--- src/rtl/acg_pkg.sv ---
// Constants, types and register map for the record-path control block.
package acg_pkg;

   // Register offsets on the control port.
   localparam logic [7:0] ACG_OFS_AUX_CTRL   = 8'h51;
   localparam logic [7:0] ACG_OFS_CH1_VOLUME = 8'h52;
   localparam logic [7:0] ACG_OFS_CH1_TRIM   = 8'h53;
   localparam logic [7:0] ACG_OFS_CH1_PHASE  = 8'h54;

   // Reset values of the four registers.
   localparam logic [7:0] ACG_RST_AUX_CTRL   = 8'h00;
   localparam logic [7:0] ACG_RST_CH1_VOLUME = 8'ha1;
   localparam logic [7:0] ACG_RST_CH1_TRIM   = 8'h80;
   localparam logic [7:0] ACG_RST_CH1_PHASE  = 8'h00;

   // Field positions in the auxiliary converter control register.
   localparam int ACG_AUX_EN_BIT    = 7;
   localparam int ACG_AUX_MODE_HI   = 6;
   localparam int ACG_AUX_MODE_LO   = 5;
   localparam int ACG_AUX_START_BIT = 4;
   localparam int ACG_AUX_HALT_BIT  = 3;
   localparam int ACG_AUX_DONE_BIT  = 2;

   // Field positions in the trim and phase registers.
   localparam int ACG_TRIM_HI   = 7;
   localparam int ACG_TRIM_LO   = 4;
   localparam int ACG_PHASE_HI  = 7;
   localparam int ACG_PHASE_LO  = 2;
   localparam int ACG_PSEL_HI   = 1;
   localparam int ACG_PSEL_LO   = 0;

   // Volume code of unity gain, trim code of unity gain.
   localparam logic [7:0] ACG_VOL_UNITY  = 8'ha1;
   localparam logic [7:0] ACG_VOL_MUTE   = 8'h00;
   localparam logic [3:0] ACG_TRIM_UNITY = 4'h8;

   // Depth of the phase delay line in modulator clocks.
   localparam int ACG_PHASE_DEPTH = 64;

   // Auxiliary converter modes.
   typedef enum logic [1:0] {
      ACG_MODE_ONE_SINGLE = 2'h0,
      ACG_MODE_ONE_MULTI  = 2'h1,
      ACG_MODE_SEQ_SINGLE = 2'h2,
      ACG_MODE_SEQ_MULTI  = 2'h3
   } acg_mode_t;

   // Phase delay path select codes.
   typedef enum logic [1:0] {
      ACG_PATH_BOTH = 2'h0,
      ACG_PATH_ANA  = 2'h1,
      ACG_PATH_DIG  = 2'h2,
      ACG_PATH_RSVD = 2'h3
   } acg_path_t;

   // Controls handed to the auxiliary converter.
   typedef struct packed {
      logic       enable;      // Converter powered and allowed to run.
      acg_mode_t  mode;        // Selected conversion mode.
      logic       multi;       // Multi-channel scan when high.
      logic [1:0] channel;     // Single-ended selector for single modes.
      logic       start;       // One-cycle pulse starting a one-shot.
      logic       seq_run;     // Level, sequential conversions running.
   } acg_aux_t;

   // Gain settings for channel 1 in fixed steps.
   typedef struct packed {
      logic              mute;     // Digital output silenced.
      logic signed [8:0] vol_half; // Volume in 0.5 dB steps from 0 dB.
      logic signed [4:0] trim_dec; // Trim in 0.1 dB steps from 0 dB.
   } acg_gain_t;

endpackage : acg_pkg

--- src/rtl/acg_ctrl.sv ---
// Record-path control registers, aux converter sequencer and phase delay.
`timescale 1ns/1ps
`default_nettype none

// How it works
// - Aux converter runs only while enable set.
// - Two-bit mode field picks four modes.
// - Single modes take channel from selector.
// - Writing start bit one starts one-shot.
// - Halt bit stops running sequential conversion.
// - Read-only done flag shows one-shot completion.
// - Volume code zero mutes channel output.
// - Code 1 -80 dB, 255 gives +47.
// - Code 161 unity; register resets there.
// - Trim spans -0.8 to +0.7 dB.
// - Phase field delays channel 0-63 clocks.
// - Path select applies delay analog/digital.
// - Source codes 2,3 pick single-ended input.
module acg_ctrl
   import acg_pkg::*;
#(
   parameter int PHASE_DEPTH = ACG_PHASE_DEPTH  // Delay line length.
) (
   input  wire logic       i_ref_clk,       // 100 MHz device clock.
   input  wire logic       i_rstn,          // Synchronous reset, low.
   input  wire logic       i_wr_en,         // Register write strobe.
   input  wire logic       i_rd_en,         // Register read strobe.
   input  wire logic [7:0] i_addr,          // Register offset.
   input  wire logic [7:0] i_wdata,         // Write data.
   output logic      [7:0] o_rdata,         // Read data, one cycle late.
   input  wire logic [1:0] i_ch1_input_source_sel, // Channel source code.
   input  wire logic       i_conv_done,     // Converter finished a one-shot.
   input  wire logic       i_mod_tick,      // One pulse per modulator clock.
   input  wire logic       i_mod_bit,       // Modulator output bit.
   output acg_aux_t        o_aux,           // Converter controls.
   output acg_gain_t       o_gain,          // Channel 1 gain settings.
   output logic      [5:0] o_ana_delay,     // Delay for analog section.
   output logic            o_dig_bit        // Delayed digital stream bit.
);

   // Sequencer states of the auxiliary converter.
   // OFF is held while the enable bit is clear; IDLE waits for a start
   // or a sequential mode; SHOT and SEQ are the two running states.
   typedef enum logic [1:0] {
      ACG_ST_OFF,
      ACG_ST_IDLE,
      ACG_ST_SHOT,
      ACG_ST_SEQ
   } acg_state_t;

   // Register fields are held one by one rather than as whole bytes, so
   // reserved and write-only positions have no storage at all.
   logic              aux_en_r;         // Converter enable bit.
   acg_mode_t         aux_mode_r;       // Converter mode field.
   logic              aux_halt_r;       // Sequential halt bit.
   logic              done_r;           // One-shot done status.
   logic [7:0]        vol_r;            // Channel 1 volume code.
   logic [3:0]        trim_r;           // Channel 1 trim code.
   logic [5:0]        phase_r;          // Phase delay in modulator clocks.
   acg_path_t         path_r;           // Phase delay path select.
   acg_state_t        state_r;          // Sequencer state.
   acg_state_t        state_nxt;        // Next sequencer state.
   logic [PHASE_DEPTH-1:0] line_r;      // Modulator bit delay line.
   logic              wr_aux;           // Write to the aux register.
   logic              start_req;        // Accepted one-shot request.
   logic              is_single;        // Mode is a single-channel one.
   logic              is_seq;           // Mode is a sequential one.
   logic [7:0]        rd_nxt;           // Read mux result.

   // Decode of the aux register write and mode class. Only the top mode
   // bit separates one-shot from sequential, and only the low bit
   // separates single from multi channel scans.
   assign wr_aux    = i_wr_en && (i_addr == ACG_OFS_AUX_CTRL);
   assign is_single = (aux_mode_r == ACG_MODE_ONE_SINGLE) ||
                      (aux_mode_r == ACG_MODE_SEQ_SINGLE);
   assign is_seq    = aux_mode_r[1];
   // The start bit is never stored, so a write of one is the trigger.
   // A start in a sequential mode is dropped, as is one written while the
   // converter was still disabled.
   assign start_req = wr_aux && i_wdata[ACG_AUX_START_BIT]
                      && aux_en_r && !is_seq;

   // Aux control fields. Reserved bits are dropped; software keeps them
   // zero, and they read back as zero whatever was written.
   // The done bit in the written byte is ignored as it is read-only.
   always_ff @(posedge i_ref_clk) begin
      if (!i_rstn) begin
         aux_en_r   <= ACG_RST_AUX_CTRL[ACG_AUX_EN_BIT];
         aux_mode_r <= ACG_MODE_ONE_SINGLE;
         aux_halt_r <= ACG_RST_AUX_CTRL[ACG_AUX_HALT_BIT];
      end else if (wr_aux) begin
         aux_en_r   <= i_wdata[ACG_AUX_EN_BIT];
         aux_mode_r <= acg_mode_t'(
                       i_wdata[ACG_AUX_MODE_HI:ACG_AUX_MODE_LO]);
         aux_halt_r <= i_wdata[ACG_AUX_HALT_BIT];
      end
   end

   // Done flag. A completion in the same cycle as a new start wins, so
   // an event is never lost under the clear.
   // The flag only listens while a one-shot is in flight, so a stray
   // completion during a sequential run leaves it untouched.
   always_ff @(posedge i_ref_clk) begin
      if (!i_rstn) begin
         done_r <= ACG_RST_AUX_CTRL[ACG_AUX_DONE_BIT];
      end else if (state_r == ACG_ST_SHOT && i_conv_done) begin
         done_r <= 1'b1;
      end else if (start_req) begin
         done_r <= 1'b0;
      end
   end

   // Channel 1 gain and phase registers. Writes to offsets outside the
   // block fall through the case untouched. The reserved path code is
   // stored as written and handled at the delay routing instead, so a
   // read shows what software wrote.
   always_ff @(posedge i_ref_clk) begin
      if (!i_rstn) begin
         vol_r   <= ACG_RST_CH1_VOLUME;
         trim_r  <= ACG_RST_CH1_TRIM[ACG_TRIM_HI:ACG_TRIM_LO];
         phase_r <= ACG_RST_CH1_PHASE[ACG_PHASE_HI:ACG_PHASE_LO];
         path_r  <= ACG_PATH_BOTH;
      end else if (i_wr_en) begin
         case (i_addr)
            ACG_OFS_CH1_VOLUME: begin
               vol_r <= i_wdata;
            end
            ACG_OFS_CH1_TRIM: begin
               trim_r <= i_wdata[ACG_TRIM_HI:ACG_TRIM_LO];
            end
            ACG_OFS_CH1_PHASE: begin
               phase_r <= i_wdata[ACG_PHASE_HI:ACG_PHASE_LO];
               path_r  <= acg_path_t'(i_wdata[ACG_PSEL_HI:ACG_PSEL_LO]);
            end
            default: begin
               // Other offsets belong elsewhere; nothing to store.
            end
         endcase
      end
   end

   // Next-state logic of the converter sequencer. The enable check sits
   // last so that it overrides every branch above it; a disable can
   // never be lost behind a pending conversion.
   always_comb begin
      state_nxt = state_r;
      case (state_r)
         ACG_ST_OFF: begin
            // A start written right behind the enable is still taken.
            if (start_req) begin
               state_nxt = ACG_ST_SHOT;
            end else if (aux_en_r) begin
               state_nxt = ACG_ST_IDLE;
            end
         end
         ACG_ST_IDLE: begin
            if (start_req) begin
               state_nxt = ACG_ST_SHOT;
            end else if (is_seq && !aux_halt_r) begin
               state_nxt = ACG_ST_SEQ;
            end
         end
         ACG_ST_SHOT: begin
            if (i_conv_done) begin
               state_nxt = ACG_ST_IDLE;
            end
         end
         ACG_ST_SEQ: begin
            // Halting or a mode change back to one-shot ends the run.
            if (aux_halt_r || !is_seq) begin
               state_nxt = ACG_ST_IDLE;
            end
         end
         default: begin
            state_nxt = ACG_ST_OFF;
         end
      endcase
      // Clearing the enable aborts whatever is running.
      if (!aux_en_r) begin
         state_nxt = ACG_ST_OFF;
      end
   end

   // Sequencer state register.
   // Reset parks it in the off state, matching the cleared enable bit.
   always_ff @(posedge i_ref_clk) begin
      if (!i_rstn) begin
         state_r <= ACG_ST_OFF;
      end else begin
         state_r <= state_nxt;
      end
   end

   // Converter controls, all registered so the outputs are glitch free.
   // Each field but seq_run lags its source by one clock; seq_run is taken from state_nxt and so
   // tracks state_r. The converter side sees a consistent set since all of them move on the same edge.
   always_ff @(posedge i_ref_clk) begin
      if (!i_rstn) begin
         o_aux <= '0;
      end else begin
         o_aux.enable  <= aux_en_r;
         o_aux.mode    <= aux_mode_r;
         o_aux.multi   <= !is_single;
         // Only the single-ended mux codes name an input pin; other
         // codes leave the low bit, which is then a don't-care.
         o_aux.channel <= is_single ? i_ch1_input_source_sel
                                    : 2'h0;
         o_aux.start   <= start_req;
         o_aux.seq_run <= (state_nxt == ACG_ST_SEQ);
      end
   end

   // Gain settings: signed step counts from the unity codes.
   // Keeping the counts signed lets the gain stage treat cut and boost
   // with one multiplier.
   always_ff @(posedge i_ref_clk) begin
      if (!i_rstn) begin
         o_gain <= '0;
      end else begin
         o_gain.mute     <= (vol_r == ACG_VOL_MUTE);
         // Code 1 maps to -160 half steps, i.e. -80 dB; code 255 to +94.
         o_gain.vol_half <= $signed({1'b0, vol_r})
                            - $signed({1'b0, ACG_VOL_UNITY});
         o_gain.trim_dec <= $signed({1'b0, trim_r})
                            - $signed({1'b0, ACG_TRIM_UNITY});
      end
   end

   // Modulator delay line. It moves only on modulator ticks, so the
   // delay is counted in modulator clocks and not in device clocks.
   // Ticks that come faster than one per clock cannot be seen; the
   // modulator clock must not exceed the device clock.
   always_ff @(posedge i_ref_clk) begin
      if (!i_rstn) begin
         line_r <= '0;
      end else if (i_mod_tick) begin
         line_r <= {line_r[PHASE_DEPTH-2:0], i_mod_bit};
      end
   end

   // Delay routing. Code 0 takes the live input bit, so it adds no delay; code n reads tap n-1.
   // The reserved path code is treated as no delay anywhere.
   // The output flop adds one device clock on top of the modulator delay,
   // the same for every code, so the relative phase is kept.
   always_ff @(posedge i_ref_clk) begin
      if (!i_rstn) begin
         o_dig_bit   <= 1'b0;
         o_ana_delay <= 6'h00;
      end else begin
         if ((path_r == ACG_PATH_BOTH || path_r == ACG_PATH_DIG)
             && phase_r != 6'h00) begin
            o_dig_bit <= line_r[phase_r - 6'h01];
         end else begin
            o_dig_bit <= i_mod_bit;
         end
         if (path_r == ACG_PATH_BOTH || path_r == ACG_PATH_ANA) begin
            o_ana_delay <= phase_r;
         end else begin
            o_ana_delay <= 6'h00;
         end
      end
   end

   // Read mux. The start bit always reads zero since it never latches.
   // Unmapped offsets read zero, so probing the map is harmless.
   always_comb begin
      case (i_addr)
         ACG_OFS_AUX_CTRL: begin
            rd_nxt = {aux_en_r, aux_mode_r, 1'b0, aux_halt_r,
                      done_r, 2'h0};
         end
         ACG_OFS_CH1_VOLUME: begin
            rd_nxt = vol_r;
         end
         ACG_OFS_CH1_TRIM: begin
            rd_nxt = {trim_r, 4'h0};
         end
         ACG_OFS_CH1_PHASE: begin
            rd_nxt = {phase_r, path_r};
         end
         default: begin
            rd_nxt = 8'h00;
         end
      endcase
   end

   // Registered read data, updated only on a read strobe.
   // Holding the last value between reads spares the port needless
   // toggling while it is idle.
   always_ff @(posedge i_ref_clk) begin
      if (!i_rstn) begin
         o_rdata <= 8'h00;
      end else if (i_rd_en) begin
         o_rdata <= rd_nxt;
      end
   end

endmodule : acg_ctrl

`default_nettype wire

--- config.mk ---
export PLATFORM = sky130hd
export DESIGN_NAME = acg_ctrl
export DESIGN_NICKNAME = d
export VERILOG_FILES = /design/src/rtl/acg_pkg.sv /design/src/rtl/acg_ctrl.sv
export SDC_FILE = /design/constraint.sdc
export NUM_CORES = 1
export LEC_CHECK = 0
export ABC_CLOCK_PERIOD_IN_PS = 3980
export BUFFER_PORTS_ARGS = -buffer_cell sky130_fd_sc_hd__clkbuf_2
export CAP_MARGIN = 20
export CELL_PAD_IN_SITES_DETAIL_PLACEMENT = 0
export CELL_PAD_IN_SITES_GLOBAL_PLACEMENT = 1
export CORE_MARGIN = 2
export CORE_UTILIZATION = 45
export DETAILED_ROUTE_END_ITERATION = 10
export PLACE_DENSITY = 0.76
export SYNTH_ARGS = -nofsm -noshare
export SYNTH_HDL_FRONTEND = slang
export SYNTH_SLANG_ARGS = --single-unit
--- constraint.sdc ---
create_clock -name i_ref_clk -period 3.98 [get_ports i_ref_clk]
set_clock_uncertainty 0.15 [all_clocks]
set_input_delay 0.398 -clock i_ref_clk [delete_from_list [all_inputs] [get_ports i_ref_clk]]
set_output_delay 0.398 -clock i_ref_clk [all_outputs]
set_load 0.03 [all_outputs]
==> metrics <==
kind of end point of the critical path=register; Final nets=612; number of global-route vias before repair=3724; Clk Latency, worst-skew pair=0.41 ns; Slew headroom=31.1%; grt total ovfl=0; CTS Buffer Depth=2; cell area after placement=about 5700 um2; met1 usage=between 20 and 30%; Ports=63; synthesized instance count=533; fin area=approximately 6200 um2; Yosys cell types=43; first-pass GRT wire length=about 19 mm; CTS root buffer=clkbuf_16; Post-synth top flop=dfxtp_1; DR pass1 iterations=5; commonest non-fill, non-tap cell in the layout=dfxtp_1; final hold violation count=0; Worst Path Required=between 4 and 5 ns; DRT iter0 DRCs=248; synth warn=0; port buffer count=62; detailed placement HPWL=about 7.7 mm; number of fill cells in the layout=between 1000 and 1500; Post-Route Setup TNS=0 ns; # DRC=0; row count=39; Num CTS Buffers=17; Worst setup SP type=register; met3 Use GR=4.86%; # clock sinks=128; Horiz. Die Dim=113 um; outcome=completed; Net Sw Frac=21.2%; most frequent cells in the layout=dfxtp_1, nor2_1, mux2i_1; Hold Path Class=input pin to register; final number of setup-violating endpoints=0; TritonCTS clock tree=built; via count=slightly below 4000; max_cap viols=0; overall routing resource usage=18.9%; unrepaired setup endpoints after global routing=false; Yosys reg bits=between 100 and 150; Gate power share=approximately 3.3%; layout cells sized above 1=21.0%; FMAX=353 MHz; vias per cell=5.28; H-tree levels=4; Leak Pwr=0.00259 uW; core area=11500 um2; Peak VDD IR=0.264 mV; final wirelength=11.3 mm; Data arrival, critical path=2.98 ns; Seq/Total Area, Yosys=48.3%; layer with the highest usage=met1; slew of the pin with the lowest slew margin=between 1 and 1.5 ns; Syn-to-layout area delta=17.8%; Flop pwr share=45.2%; antenna violations before repair=0; pin count of the biggest net entering global routing=66; GR Util met2=26.3%; initial core utilization=roughly 46%; Post-CTS Setup Bufs=0; post_cts resized=0; Mean Syn Cell Area=9.94 um2; Psw=604 uW; Final ANT Viol Nets=0; fin crit share=71.2%; Die H=113 um; clock power share=between 50% and 60%; worst-path fanout max=16; CTS Hold Bufs=0; overall die area=12700 um2; Pwr Density=457 nW/um2; Slew Viols, Final=0; cell-internal power=2250 uW; drt wl/cell=approximately 15 um; Antenna diodes=0; Synthesized Nets=562; post-synthesis cell area=between 5000 and 6000 um2; gp weighted congestion=0.792; Tmin final=about 2.8 ns; clk slew on worst S/H paths=0.06 ns; async set-reset flop share out of synthesis=0%; Post-synth EDFFs=0; critical path class=register to register
## worst paths after layout
check | startpoint | slack [ns] | to | cells after the start
worst max-delay path | phase_r[1] | 1.15 | o_dig_bit | 7
worst min-delay path | i_wdata[1] | 0.09 | vol_r[1] | 3
worst max register to register | phase_r[1] | 1.15 | o_dig_bit | 7
worst min register to register | o_rdata[6] | 0.32 | o_rdata[6] | 2
## routing by layer
layer	vias to the layer above	share of wire (%)	routed length, um
li1	1964	-	-
met1	1832	52	5870
met2	84	42	4750
met3	13	4.6	517
met4	0	1.4	161
met5	-	0	0
## metrics by stage
stage	hold WS [ns]	utilization, %	setup WS, ns	total power [uW]	instances
floorplan	0.264	-	1.14	1380	533
global placement	0.314	49.5	1.16	1410	707
detailed placement	0.315	49.5	1.12	1410	707
CTS	0.0755	54.5	1.11	2880	738
global route	0.0851	54.5	0.974	2960	738
finish	0.0896	54.5	1.15	2850	738
## synthesized netlist by cell type, types with 2 or more instances
master | n | share of area (%)
dfxtp_1 | 128 | 48
nor2_1 | 85 | 6.0
mux2i_1 | 65 | 12
nand2_1 | 42 | 3.0
nand3_1 | 30 | 2.8
a21oi_1 | 28 | 2.6
clkbuf_1 | 22 | 1.6
mux4_2 | 16 | 6.8
and2_1 | 14 | 1.7
inv_1 | 12 | 0.85
nor3_1 | 8 | 0.76
o22ai_1 | 7 | 0.83
a222oi_1 | 6 | 1.1
xnor2_1 | 6 | 0.99
buf_1 | 5 | 0.35
buf_2 | 5 | 0.47
mux2_2 | 5 | 1.1
a21o_1 | 4 | 0.57
and3_1 | 4 | 0.47
ha_1 | 4 | 0.94
nor2b_1 | 4 | 0.47
a22oi_1 | 3 | 0.42
nand2b_1 | 3 | 0.35
a211o_1 | 2 | 0.33
a211oi_1 | 2 | 0.28
a31oi_1 | 2 | 0.24
buf_4 | 2 | 0.28
nand4_1 | 2 | 0.24
nor3b_1 | 2 | 0.28
nor4b_4 | 2 | 0.90
## area by class of cell
class / instances / area [um2] / area share, %
Sequential cell: 128 / 2560 / 41.0
Multi-Input combinational cell: 357 / 2540 / 40.6
Clock buffer: 20 / 447 / 7.15
Timing Repair Buffer: 66 / 355 / 5.69
Tap cell: 143 / 179 / 2.87
Clock inverter: 11 / 116 / 1.86
Inverter: 13 / 48.8 / 0.781
## sequential cells by signal, summed over array words and instances, names as in the netlist
register and count:
o_dig_bit 1, aux_halt_r 1, vol_r 8, trim_r 4
o_aux 8, phase_r 6, line_r 64, done_r 1
aux_mode_r 2, o_ana_delay 6, path_r 2, aux_en_r 1
o_gain 14, o_rdata 8, state_r 2
## critical path: stages (launching register included)
cell     delay [ns]
dfxtp_1        0.43
inv_1          0.13
ha_1           0.70
mux4_2         0.57
mux2_2         0.27
o22ai_1        0.13
nor3_1         0.07
a211o_1        0.26
## power by group through the flow
stage	clock (uW)	combinational (uW)	sequential, uW
global placement	0	93.9	1320
CTS	1500	94.7	1290
detailed placement	0	94.6	1320
global route	1570	102	1290
floorplan	0	60.1	1320
finish	1470	94.4	1290
## logic make-up after synthesis
group,Yosys count,share of synthesized area [%]
and+or+nand+nor,204,18.6
DFF,128,48.3
muxes,86,20.1
AOI/OAI and AO/OA,56,7.01
buffers and inverters,48,3.80
xor gates and xnor gates,7,1.16
adders and majority gates,4,0.944
Note: power is estimated with default switching activity, not from simulation.
